## src/timer_pkg.sv

```systemverilog
`default_nettype none
package timer_pkg;

	// ----------------------------------------------------------------
	// sizes
	// ----------------------------------------------------------------
	localparam int NUM_BLOCKS = 4;
	localparam int NUM_HALVES = 8;
	localparam int ADDR_W = 8;
	localparam int CTL_W = 8;
	localparam int STAT_W = 6;

	// ----------------------------------------------------------------
	// register word index within a block (byte address = block * 0x40 + 4 * index)
	// ----------------------------------------------------------------
	localparam logic [3:0] IDX_CFG = 4'h0;
	localparam logic [3:0] IDX_CTL_A = 4'h1;
	localparam logic [3:0] IDX_CTL_B = 4'h2;
	localparam logic [3:0] IDX_LOAD_A = 4'h3;
	localparam logic [3:0] IDX_LOAD_B = 4'h4;
	localparam logic [3:0] IDX_MATCH_A = 4'h5;
	localparam logic [3:0] IDX_MATCH_B = 4'h6;
	localparam logic [3:0] IDX_PRE_A = 4'h7;
	localparam logic [3:0] IDX_PRE_B = 4'h8;
	localparam logic [3:0] IDX_VALUE_A = 4'h9;
	localparam logic [3:0] IDX_VALUE_B = 4'ha;
	localparam logic [3:0] IDX_CAPT_A = 4'hb;
	localparam logic [3:0] IDX_CAPT_B = 4'hc;
	localparam logic [3:0] IDX_STATUS = 4'hd;
	localparam logic [3:0] IDX_INT_EN = 4'he;

	// ----------------------------------------------------------------
	// field positions
	// ----------------------------------------------------------------
	localparam int CFG_JOIN_BIT = 0;
	localparam int CFG_MODE_LSB = 1;
	localparam int CTL_EN_BIT = 0;
	localparam int CTL_MODE_LSB = 1;
	localparam int CTL_INV_BIT = 4;
	localparam int CTL_ADC_BIT = 5;
	localparam int CTL_FALL_BIT = 6;
	localparam int CTL_CNT_BIT = 7;
	localparam int ST_TIMEOUT = 0;
	localparam int ST_CAPTURE = 1;
	localparam int ST_MATCH = 2;
	localparam int ST_PER_HALF = 3;

	// ----------------------------------------------------------------
	// mode codes
	// ----------------------------------------------------------------
	localparam logic [2:0] MODE_ONESHOT = 3'h0;
	localparam logic [2:0] MODE_PERIODIC = 3'h1;
	localparam logic [2:0] MODE_CAPTURE = 3'h2;
	localparam logic [2:0] MODE_PWM = 3'h3;
	localparam logic [2:0] MODE_RTC = 3'h4;
	localparam logic [1:0] JOIN_ONESHOT = 2'h0;
	localparam logic [1:0] JOIN_PERIODIC = 2'h1;
	localparam logic [1:0] JOIN_RTC = 2'h2;

	// ----------------------------------------------------------------
	// reset values and bus answers
	// ----------------------------------------------------------------
	localparam logic [31:0] LOAD_RST = 32'h0000ffff;
	localparam logic [31:0] MATCH_RST = 32'h00000000;
	localparam logic [7:0] PRE_RST = 8'h00;
	localparam logic [1:0] RESP_OKAY = 2'h0;
	localparam logic [1:0] RESP_SLVERR = 2'h2;

endpackage : timer_pkg
`default_nettype wire

```

## src/timer_half_unit.sv

```systemverilog
`default_nettype none
module timer_half_unit (
	input wire logic clk, // system clock
	input wire logic rst, // synchronous reset, high
	input wire logic en, // half enabled
	input wire logic [2:0] mode, // mode code
	input wire logic wide, // 32-bit joined operation
	input wire logic invert, // pwm inversion
	input wire logic count_edges, // tick on pin edges
	input wire logic use_fall, // falling edge selected
	input wire logic [7:0] pre, // prescale value
	input wire logic [31:0] load, // interval
	input wire logic [31:0] match, // match value
	input wire logic pin_rise, // filtered rising edge
	input wire logic pin_fall, // filtered falling edge
	output logic [31:0] value, // counter
	output logic [31:0] capt, // captured count
	output logic timeout, // timeout pulse
	output logic capture, // capture pulse
	output logic match_hit, // match pulse
	output logic pwm // waveform
);
	import timer_pkg::*;

	logic run_reg, run_next;
	logic en_d_reg;
	logic [31:0] cnt_reg, cnt_next;
	logic [7:0] pre_reg, pre_next;
	logic [31:0] capt_reg, capt_next;
	logic to_reg, to_next, cap_reg, cap_next, mt_reg, mt_next, pwm_reg, pwm_next;
	logic [31:0] top, loadm;
	logic edge_sel, tick;

	always_comb begin
		top = wide ? 32'hffffffff : 32'h0000ffff;
		loadm = load & top;
		edge_sel = use_fall ? pin_fall : pin_rise;
		run_next = run_reg;
		cnt_next = cnt_reg;
		pre_next = pre_reg;
		capt_next = capt_reg;
		to_next = 1'b0;
		cap_next = 1'b0;
		mt_next = 1'b0;
		tick = 1'b0;
		if (run_reg && (!count_edges || edge_sel)) begin
			if (pre_reg == 8'h00) begin
				tick = 1'b1;
				pre_next = pre;
			end else begin
				pre_next = pre_reg - 8'h01;
			end
		end
		if (!en) begin
			run_next = 1'b0;
		end else if (!en_d_reg) begin
			run_next = 1'b1;
			cnt_next = loadm;
			pre_next = pre;
		end else if (tick) begin
			if (mode == MODE_RTC) begin
				cnt_next = cnt_reg + 32'h00000001;
				mt_next = (cnt_next == match);
			end else if (cnt_reg == 32'h00000000) begin
				to_next = 1'b1;
				if (mode == MODE_ONESHOT) begin
					run_next = 1'b0;
				end else begin
					cnt_next = loadm;
				end
			end else begin
				cnt_next = cnt_reg - 32'h00000001;
				mt_next = (mode == MODE_PWM) && (cnt_next == (match & top));
			end
		end
		if (run_reg && mode == MODE_CAPTURE && edge_sel) begin
			capt_next = cnt_reg;
			cap_next = 1'b1;
		end
		pwm_next = (mode == MODE_PWM && run_reg) ? ((cnt_reg > (match & top)) ^ invert) : invert;
	end

	always_ff @(posedge clk) begin
		if (rst) begin
			run_reg <= 1'b0;
			en_d_reg <= 1'b0;
			cnt_reg <= 32'h00000000;
			pre_reg <= 8'h00;
			capt_reg <= 32'h00000000;
			to_reg <= 1'b0;
			cap_reg <= 1'b0;
			mt_reg <= 1'b0;
			pwm_reg <= 1'b0;
		end else begin
			run_reg <= run_next;
			en_d_reg <= en;
			cnt_reg <= cnt_next;
			pre_reg <= pre_next;
			capt_reg <= capt_next;
			to_reg <= to_next;
			cap_reg <= cap_next;
			mt_reg <= mt_next;
			pwm_reg <= pwm_next;
		end
	end

	assign value = cnt_reg;
	assign capt = capt_reg;
	assign timeout = to_reg;
	assign capture = cap_reg;
	assign match_hit = mt_reg;
	assign pwm = pwm_reg;

endmodule : timer_half_unit
`default_nettype wire

```

## src/general_purpose_timer_module.sv

```systemverilog
// Notes on behaviour
// - four independent identical timer blocks
// - two 16-bit halves, timer or counter
// - halves join into 32-bit timer/clock
// - joined modes: clock, one-shot, periodic
// - 16-bit one-shot/periodic with 8-bit prescaler
// - 16-bit half captures or makes pwm
// - count or time external pin events
// - trigger output starts converter on timeout
// - pwm output inversion selectable by software
`default_nettype none
module general_purpose_timer_module (
	input wire logic REF_CLK, // system clock
	input wire logic RST, // synchronous reset, high
	input wire logic [timer_pkg::ADDR_W-1:0] AWADDR, // write address
	input wire logic AWVALID, // write address valid
	output logic AWREADY, // write address ready
	input wire logic [31:0] WDATA, // write data
	input wire logic [3:0] WSTRB, // byte enables
	input wire logic WVALID, // write data valid
	output logic WREADY, // write data ready
	output logic [1:0] BRESP, // write response
	output logic BVALID, // write response valid
	input wire logic BREADY, // write response ready
	input wire logic [timer_pkg::ADDR_W-1:0] ARADDR, // read address
	input wire logic ARVALID, // read address valid
	output logic ARREADY, // read address ready
	output logic [31:0] RDATA, // read data
	output logic [1:0] RRESP, // read response
	output logic RVALID, // read data valid
	input wire logic RREADY, // read data ready
	input wire logic [timer_pkg::NUM_HALVES-1:0] CAPTURE_COMPARE_PWM_PIN_IN, // pin level in
	output logic [timer_pkg::NUM_HALVES-1:0] CAPTURE_COMPARE_PWM_PIN_OUT, // pin drive
	output logic [timer_pkg::NUM_HALVES-1:0] CAPTURE_COMPARE_PWM_PIN_OE, // pin drive enable
	output logic [timer_pkg::NUM_BLOCKS-1:0] ADC_TRIG, // converter start pulse
	output logic [timer_pkg::NUM_BLOCKS-1:0] IRQ // interrupt request level
);
	import timer_pkg::*;

	// ----------------------------------------------------------------
	// state
	// ----------------------------------------------------------------
	logic [2:0] cfg_reg [NUM_BLOCKS];
	logic [2:0] cfg_next [NUM_BLOCKS];
	logic [STAT_W-1:0] inten_reg [NUM_BLOCKS];
	logic [STAT_W-1:0] inten_next [NUM_BLOCKS];
	logic [CTL_W-1:0] ctl_reg [NUM_HALVES];
	logic [CTL_W-1:0] ctl_next [NUM_HALVES];
	logic [31:0] load_reg [NUM_HALVES];
	logic [31:0] load_next [NUM_HALVES];
	logic [31:0] match_reg [NUM_HALVES];
	logic [31:0] match_next [NUM_HALVES];
	logic [7:0] pre_reg [NUM_HALVES];
	logic [7:0] pre_next [NUM_HALVES];
	logic [NUM_HALVES*ST_PER_HALF-1:0] status_reg, status_next;
	logic aw_full_reg, aw_full_next, w_full_reg, w_full_next;
	logic [ADDR_W-1:0] aw_addr_reg, aw_addr_next;
	logic [31:0] wdata_reg, wdata_next;
	logic [3:0] wstrb_reg, wstrb_next;
	logic awready_reg, wready_reg, arready_reg, bvalid_reg, rvalid_reg;
	logic bvalid_next, rvalid_next;
	logic [1:0] bresp_reg, bresp_next, rresp_reg, rresp_next;
	logic [31:0] rdata_reg, rdata_next;
	logic [NUM_HALVES-1:0] s1_reg, s2_reg, s3_reg, lvl_reg, lvl_next;
	logic [NUM_HALVES-1:0] rise, fall, ev_to, ev_cap, ev_mt, pwm_w, oe_next;
	logic [NUM_HALVES-1:0] pin_out_reg, pin_oe_reg;
	logic [NUM_BLOCKS-1:0] adc_reg, adc_next, irq_reg, irq_next;
	logic [31:0] value_w [NUM_HALVES];
	logic [31:0] capt_w [NUM_HALVES];
	logic [2:0] mode_w [NUM_HALVES];
	logic [NUM_HALVES-1:0] en_w, wide_w;

	function automatic logic [31:0] merge(input logic [31:0] old, input logic [31:0] data, input logic [3:0] strb);
		logic [31:0] r;
		r = old;
		for (int i = 0; i < 4; i++) begin
			if (strb[i]) begin
				r[8*i +: 8] = data[8*i +: 8];
			end
		end
		return r;
	endfunction : merge

	// ----------------------------------------------------------------
	// pin filter: a change counts once stages two and three agree
	// ----------------------------------------------------------------
	always_comb begin
		lvl_next = (s2_reg & s3_reg) | (lvl_reg & (s2_reg | s3_reg));
		rise = lvl_next & ~lvl_reg;
		fall = ~lvl_next & lvl_reg;
	end

	always_ff @(posedge REF_CLK) begin
		if (RST) begin
			s1_reg <= '0;
			s2_reg <= '0;
			s3_reg <= '0;
			lvl_reg <= '0;
		end else begin
			s1_reg <= CAPTURE_COMPARE_PWM_PIN_IN;
			s2_reg <= s1_reg;
			s3_reg <= s2_reg;
			lvl_reg <= lvl_next;
		end
	end

	// ----------------------------------------------------------------
	// timer halves
	// ----------------------------------------------------------------
	// blocks share nothing but the bus
	generate
		for (genvar h = 0; h < NUM_HALVES; h++) begin : g_half
			localparam int B = h / 2;
			always_comb begin
				// half A widens, half B is idle while joined
				wide_w[h] = cfg_reg[B][CFG_JOIN_BIT] && (h % 2 == 0);
				en_w[h] = ctl_reg[h][CTL_EN_BIT] && !(cfg_reg[B][CFG_JOIN_BIT] && (h % 2 == 1));
				if (wide_w[h]) begin
					case (cfg_reg[B][CFG_MODE_LSB +: 2])
						JOIN_PERIODIC: mode_w[h] = MODE_PERIODIC;
						JOIN_RTC: mode_w[h] = MODE_RTC;
						default: mode_w[h] = MODE_ONESHOT;
					endcase
				end else begin
					mode_w[h] = {1'b0, ctl_reg[h][CTL_MODE_LSB +: 2]};
				end
				oe_next[h] = en_w[h] && mode_w[h] == MODE_PWM;
			end
			timer_half_unit u_half (
				.clk(REF_CLK),
				.rst(RST),
				.en(en_w[h]),
				.mode(mode_w[h]),
				.wide(wide_w[h]),
				.invert(ctl_reg[h][CTL_INV_BIT]),
				.count_edges(ctl_reg[h][CTL_CNT_BIT]),
				.use_fall(ctl_reg[h][CTL_FALL_BIT]),
				.pre(pre_reg[h]),
				.load(load_reg[h]),
				.match(match_reg[h]),
				.pin_rise(rise[h]),
				.pin_fall(fall[h]),
				.value(value_w[h]),
				.capt(capt_w[h]),
				.timeout(ev_to[h]),
				.capture(ev_cap[h]),
				.match_hit(ev_mt[h]),
				.pwm(pwm_w[h])
			);
		end
	endgenerate

	// ----------------------------------------------------------------
	// register bus and flags
	// ----------------------------------------------------------------
	logic wr_fire;
	logic [1:0] wblk, rblk;
	logic [3:0] widx, ridx;
	logic [2:0] ha, hb;
	logic [31:0] rw;

	always_comb begin
		cfg_next = cfg_reg;
		inten_next = inten_reg;
		ctl_next = ctl_reg;
		load_next = load_reg;
		match_next = match_reg;
		pre_next = pre_reg;
		status_next = status_reg;
		aw_full_next = aw_full_reg;
		aw_addr_next = aw_addr_reg;
		w_full_next = w_full_reg;
		wdata_next = wdata_reg;
		wstrb_next = wstrb_reg;
		bvalid_next = bvalid_reg;
		bresp_next = bresp_reg;
		rvalid_next = rvalid_reg;
		rresp_next = rresp_reg;
		rdata_next = rdata_reg;
		if (AWVALID && awready_reg) begin
			aw_full_next = 1'b1;
			aw_addr_next = AWADDR;
		end
		if (WVALID && wready_reg) begin
			w_full_next = 1'b1;
			wdata_next = WDATA;
			wstrb_next = WSTRB;
		end
		if (bvalid_reg && BREADY) bvalid_next = 1'b0;
		wblk = aw_addr_reg[7:6];
		widx = aw_addr_reg[5:2];
		ha = {wblk, 1'b0};
		hb = {wblk, 1'b1};
		wr_fire = aw_full_reg && w_full_reg && !bvalid_reg;
		if (wr_fire) begin
			aw_full_next = 1'b0;
			w_full_next = 1'b0;
			bvalid_next = 1'b1;
			bresp_next = RESP_OKAY;
			case (widx)
				IDX_CFG: cfg_next[wblk] = 3'(merge({29'h0, cfg_reg[wblk]}, wdata_reg, wstrb_reg));
				IDX_CTL_A: ctl_next[ha] = CTL_W'(merge({24'h0, ctl_reg[ha]}, wdata_reg, wstrb_reg));
				IDX_CTL_B: ctl_next[hb] = CTL_W'(merge({24'h0, ctl_reg[hb]}, wdata_reg, wstrb_reg));
				IDX_LOAD_A: load_next[ha] = merge(load_reg[ha], wdata_reg, wstrb_reg);
				IDX_LOAD_B: load_next[hb] = merge(load_reg[hb], wdata_reg, wstrb_reg);
				IDX_MATCH_A: match_next[ha] = merge(match_reg[ha], wdata_reg, wstrb_reg);
				IDX_MATCH_B: match_next[hb] = merge(match_reg[hb], wdata_reg, wstrb_reg);
				IDX_PRE_A: pre_next[ha] = 8'(merge({24'h0, pre_reg[ha]}, wdata_reg, wstrb_reg));
				IDX_PRE_B: pre_next[hb] = 8'(merge({24'h0, pre_reg[hb]}, wdata_reg, wstrb_reg));
				IDX_STATUS: begin
					if (wstrb_reg[0]) begin
						status_next[wblk*STAT_W +: STAT_W] = status_reg[wblk*STAT_W +: STAT_W] & ~wdata_reg[STAT_W-1:0];
					end
				end
				IDX_INT_EN: inten_next[wblk] = STAT_W'(merge({26'h0, inten_reg[wblk]}, wdata_reg, wstrb_reg));
				// value and capture words take writes silently; only unmapped words refuse
				default: bresp_next = (widx > IDX_INT_EN) ? RESP_SLVERR : RESP_OKAY;
			endcase
		end
		// hardware set wins over a same-cycle clear
		for (int h = 0; h < NUM_HALVES; h++) begin
			if (ev_to[h]) status_next[h*ST_PER_HALF + ST_TIMEOUT] = 1'b1;
			if (ev_cap[h]) status_next[h*ST_PER_HALF + ST_CAPTURE] = 1'b1;
			if (ev_mt[h]) status_next[h*ST_PER_HALF + ST_MATCH] = 1'b1;
		end
		if (rvalid_reg && RREADY) rvalid_next = 1'b0;
		rblk = ARADDR[7:6];
		ridx = ARADDR[5:2];
		case (ridx)
			IDX_CFG: rw = {29'h0, cfg_reg[rblk]};
			IDX_CTL_A: rw = {24'h0, ctl_reg[{rblk, 1'b0}]};
			IDX_CTL_B: rw = {24'h0, ctl_reg[{rblk, 1'b1}]};
			IDX_LOAD_A: rw = load_reg[{rblk, 1'b0}];
			IDX_LOAD_B: rw = load_reg[{rblk, 1'b1}];
			IDX_MATCH_A: rw = match_reg[{rblk, 1'b0}];
			IDX_MATCH_B: rw = match_reg[{rblk, 1'b1}];
			IDX_PRE_A: rw = {24'h0, pre_reg[{rblk, 1'b0}]};
			IDX_PRE_B: rw = {24'h0, pre_reg[{rblk, 1'b1}]};
			IDX_VALUE_A: rw = value_w[{rblk, 1'b0}];
			IDX_VALUE_B: rw = value_w[{rblk, 1'b1}];
			IDX_CAPT_A: rw = capt_w[{rblk, 1'b0}];
			IDX_CAPT_B: rw = capt_w[{rblk, 1'b1}];
			IDX_STATUS: rw = {26'h0, status_reg[rblk*STAT_W +: STAT_W]};
			IDX_INT_EN: rw = {26'h0, inten_reg[rblk]};
			default: rw = 32'h00000000;
		endcase
		if (ARVALID && arready_reg) begin
			rvalid_next = 1'b1;
			rdata_next = rw;
			rresp_next = (ridx > IDX_INT_EN) ? RESP_SLVERR : RESP_OKAY;
		end
		for (int b = 0; b < NUM_BLOCKS; b++) begin
			adc_next[b] = (ev_to[2*b] && ctl_reg[2*b][CTL_ADC_BIT]) || (ev_to[2*b+1] && ctl_reg[2*b+1][CTL_ADC_BIT]);
			irq_next[b] = |(status_reg[b*STAT_W +: STAT_W] & inten_reg[b]);
		end
	end

	always_ff @(posedge REF_CLK) begin
		if (RST) begin
			for (int b = 0; b < NUM_BLOCKS; b++) begin
				cfg_reg[b] <= 3'h0;
				inten_reg[b] <= '0;
			end
			for (int h = 0; h < NUM_HALVES; h++) begin
				ctl_reg[h] <= '0;
				load_reg[h] <= LOAD_RST;
				match_reg[h] <= MATCH_RST;
				pre_reg[h] <= PRE_RST;
			end
			status_reg <= '0;
			aw_full_reg <= 1'b0;
			aw_addr_reg <= '0;
			w_full_reg <= 1'b0;
			wdata_reg <= 32'h00000000;
			wstrb_reg <= 4'h0;
			awready_reg <= 1'b0;
			wready_reg <= 1'b0;
			arready_reg <= 1'b0;
			bvalid_reg <= 1'b0;
			bresp_reg <= RESP_OKAY;
			rvalid_reg <= 1'b0;
			rresp_reg <= RESP_OKAY;
			rdata_reg <= 32'h00000000;
			pin_out_reg <= '0;
			pin_oe_reg <= '0;
			adc_reg <= '0;
			irq_reg <= '0;
		end else begin
			cfg_reg <= cfg_next;
			inten_reg <= inten_next;
			ctl_reg <= ctl_next;
			load_reg <= load_next;
			match_reg <= match_next;
			pre_reg <= pre_next;
			status_reg <= status_next;
			aw_full_reg <= aw_full_next;
			aw_addr_reg <= aw_addr_next;
			w_full_reg <= w_full_next;
			wdata_reg <= wdata_next;
			wstrb_reg <= wstrb_next;
			// ready is registered from the next holding flag, so it changes on the same edge as the flag
			awready_reg <= !aw_full_next;
			wready_reg <= !w_full_next;
			arready_reg <= !rvalid_next;
			bvalid_reg <= bvalid_next;
			bresp_reg <= bresp_next;
			rvalid_reg <= rvalid_next;
			rresp_reg <= rresp_next;
			rdata_reg <= rdata_next;
			// pin driven only in pwm mode
			pin_out_reg <= pwm_w;
			pin_oe_reg <= oe_next;
			adc_reg <= adc_next;
			irq_reg <= irq_next;
		end
	end

	assign AWREADY = awready_reg;
	assign WREADY = wready_reg;
	assign BVALID = bvalid_reg;
	assign BRESP = bresp_reg;
	assign ARREADY = arready_reg;
	assign RVALID = rvalid_reg;
	assign RRESP = rresp_reg;
	assign RDATA = rdata_reg;
	assign CAPTURE_COMPARE_PWM_PIN_OUT = pin_out_reg;
	assign CAPTURE_COMPARE_PWM_PIN_OE = pin_oe_reg;
	assign ADC_TRIG = adc_reg;
	assign IRQ = irq_reg;

endmodule : general_purpose_timer_module
`default_nettype wire

```

## config.mk

```make
export PLATFORM = sky130hd
export DESIGN_NAME = general_purpose_timer_module
export DESIGN_NICKNAME = d
export VERILOG_FILES = /design/src/timer_pkg.sv /design/src/timer_half_unit.sv /design/src/general_purpose_timer_module.sv
export SDC_FILE = /design/constraint.sdc
export NUM_CORES = 2
export LEC_CHECK = 0
export BUFFER_PORTS_ARGS = -buffer_cell sky130_fd_sc_hd__buf_2
export CAP_MARGIN = 0
export CORE_ASPECT_RATIO = 1.4
export CORE_MARGIN = 2
export CORE_UTILIZATION = 40
export DETAILED_ROUTE_END_ITERATION = 12
export PLACE_DENSITY = 0.64
export SYNTH_ARGS = -nofsm -noshare
export SYNTH_HDL_FRONTEND = slang
export SYNTH_HIERARCHICAL = 1
export SYNTH_SLANG_ARGS = --single-unit
```

## constraint.sdc

```tcl
create_clock -name REF_CLK -period 4 [get_ports REF_CLK]
set_clock_uncertainty 0.05 [all_clocks]
set_input_delay 0.2 -clock REF_CLK [delete_from_list [all_inputs] [get_ports REF_CLK]]
set_output_delay 0.2 -clock REF_CLK [all_outputs]
set_load 0.1 [all_outputs]
```

==> metrics.cfg <==
[die]
rows = 217
core_um2 = 250000
initial_core_util = 0.402
die-area_um2 = 255000
die_x_um = 427
die_h_um = 596
io-pin-count = 132

[critical_path]
path_max_fanout = 3
worstPathArrival_ns = 4.72
crit_path_start = g_half[6].u_half/value[0]
crit_type = reg -> reg
crit_end = g_half[6].u_half/match_hit
reg2reg_to = g_half[6].u_half/match_hit
r2r-start = g_half[6].u_half/value[0]
critPathRequiredTime_ns = 4.71
rrSetupSlack_ns = -0.01
start_kind = flop
reg2regPathDepth = 10
cp-end-kind = flop

[sta]
rsz0062_at_grt = true
fmax_mhz = 249
slew_viol_final = 252
worst-slew-pin-transition_ns = 2.00
setup_viol = 1
hold_slack_ns = 0.0101
fin_crit_sh = 1.00
setup_ws_ns = -0.0112
finalCriticalPeriod_ns = 4.01
hold_viol_final = 0
slew_headroom = -0.334

[cts]
clockBufferDepth = 4
cts_buffers = 170
clkTransAtPathRegs_ns = 0.07
insertion_delay_ns = 0.93
cts-root-buf = clkbuf_16
cts_tree = built
clock-sinks = 1463
h-tree-depth = 4

[global_routing]
grt_max_degree = 179
gr-usage-all-layers = 0.424
antenna_found_initial = 58
grt_first_pass_wirelength_mm = 768
first_global_vias = 99630
grt-ovfl-total = 0

[routing]
num_vias = 105094
dr.pass1.iters = 8
drc = 0
ant_nets = 0
wl_per_cell_um = 35.5
avgViaCountPerCell = 6.70
drt-total-wl_mm = 557
drtIter0Drc = 13253

[final_layout]
seqCellArea_um2 = 29300
num-fill-cells = 24661
drive_above_1_share = 0.167
areaGrowthSynthToFinish_pct = 15.6
fin_cells = 15683
nets = 12625
finish.utilization = 0.464
multi_input_area_um2 = 65900

[place]
dp_cells = 15269
finalWeightedCongestion = 1.11
port-buffer-count = 125
post-place-ws_ns = 0.0920
hpwl_mm = 425

[logic_synthesis]
syn_area_um2 = 100000
synth-seq-area-share = 0.292
async_reset_ff_frac = 0
synth_edf_count = 0
syn_inst = 11958
synth_cell_type_count = 110
ys_seq_elements = 1463
ys_warn_count = 6
synthFlopType = dfxtp_1
syn_avg_cell_area_um2 = 8.38

[power]
p_leak_nw = 40.3
vdd_ir_drop_max_v = 0.000311
power_density_nw_per_um2 = 289

[run]
maxCapViolCount = 0

[status]
violations = max-slew violations, negative setup slack
outcome = finished with violations

[hold_path]
hold_path_class = in -> reg

[stage by stage]
stage / total power [W] / area, um^2 / TNS [ns]
after global placement: 0.0165 / 109000 / 0
after floorplan: 0.0160 / 100000 / 0
final: 0.0335 / 116000 / -0.0112
after CTS: 0.0334 / 116000 / 0
after detailed placement: 0.0165 / 109000 / 0
after global routing: 0.0342 / 116000 / -0.0289
[cell type report]
type	instances	share of cell area
repair buffers	1174	0.0831
flip-flops and latches	1463	0.253
well taps	3285	0.0355
inverters	274	0.00889
clock buffers	223	0.0421
multi-input cells	9171	0.569
clock inverters	75	0.00864
diodes	18	0.000389
[critical path, stage by stage, from the launching register on]
cell and delay, ns:
dfxtp_1 0.32, inv_2 0.08, ha_4 0.15, or3b_4 0.38, or3_4 0.37, a2111oi_4 0.40, nand4_1 0.37, or4_4 0.64
or4_1 0.47, or4_1 0.53, o41ai_1 0.08
[metal layers]
layer	GRT usage	wire, um
met5	0.000192	261
met1	0.466	188000
met4	0.396	64300
met2	0.672	251000
met3	0.101	54200
[repair_timing]
item | CTS | global route
gates resized for setup | 0 | 11
buffers inserted | 0 | 3
hold buffers | 94 | 0
endpoints found under the hold margin | 142 | 0
setup endpoints to repair | 0 | 4
[where the power goes]
| part | internal, W | leakage (nW) | switching, W |
|---|---|---|---|
| Sequential | 0.0146 | 11.8 | 0.000137 |
| Clock | 0.00996 | 2.86 | 0.00717 |
| Combinational | 0.000503 | 25.6 | 0.00113 |
| Total | 0.0251 | 40.3 | 0.00843 |
[cells by family (layout without fill, tap and decap cells)]
| kind of cell | Yosys count | in the layout | share of synthesized area |
|---|---|---|---|
| and+or+nand+nor | 4354 | 4354 | 0.207 |
| AOI/OAI and AO/OA | 3022 | 3022 | 0.210 |
| DFF | 1463 | 1463 | 0.292 |
| buffers and inverters | 1346 | 1746 | 0.0559 |
| xor gates and xnor gates | 795 | 795 | 0.0696 |
| muxes | 665 | 665 | 0.126 |
| adders and majority gates | 312 | 312 | 0.0387 |
| other | 1 | 41 | 0.0000374 |
[synthesized netlist by cell type, types with 272 or more instances]
| cell | instances | area share |
|---|---|---|
| mux4_2 | 478 | 0.11 |
| nor2_1 | 1408 | 0.053 |
| nand4_1 | 277 | 0.017 |
| clkbuf_1 | 810 | 0.030 |
| dfxtp_1 | 1463 | 0.29 |
| nand3_1 | 296 | 0.015 |
| a21oi_1 | 876 | 0.044 |
| nor3_1 | 284 | 0.014 |
| xnor2_1 | 557 | 0.049 |
| a211oi_1 | 540 | 0.040 |
| nand2_1 | 1285 | 0.048 |
| ha_1 | 304 | 0.038 |
| inv_1 | 272 | 0.010 |
[cell usage in the layout, fill, tap and decap left out, drive strengths merged, types with 237 or more instances in the layout]
cell type	instances
dfxtp	1463
nor2	1418
nand2	1286
buf	1080
a21oi	876
xnor2	557
a211oi	540
mux4	478
ha	304
nand3	303
nor3	292
nand4	277
inv	277
xor2	237
[worst min path at each step]
stage          slack, ns                         to  cells past startpoint                     startpoint
2_1_floorplan       0.24  g_half[0].u_half/en_d_reg                      1                            RST
3_3_place_gp        0.36                  s1_reg[0]                      2  CAPTURE_COMPARE_PWM_PIN_IN[0]
3_5_place_dp        0.37                  s1_reg[6]                      2  CAPTURE_COMPARE_PWM_PIN_IN[6]
4_1_cts            0.006                  s1_reg[4]                      3  CAPTURE_COMPARE_PWM_PIN_IN[4]
5_1_grt             0.03              wdata_reg[14]                      5                         WVALID
6_report            0.01              wdata_reg[14]                      5                         WVALID
No activity file was read; power rests on OpenSTA's default activity.
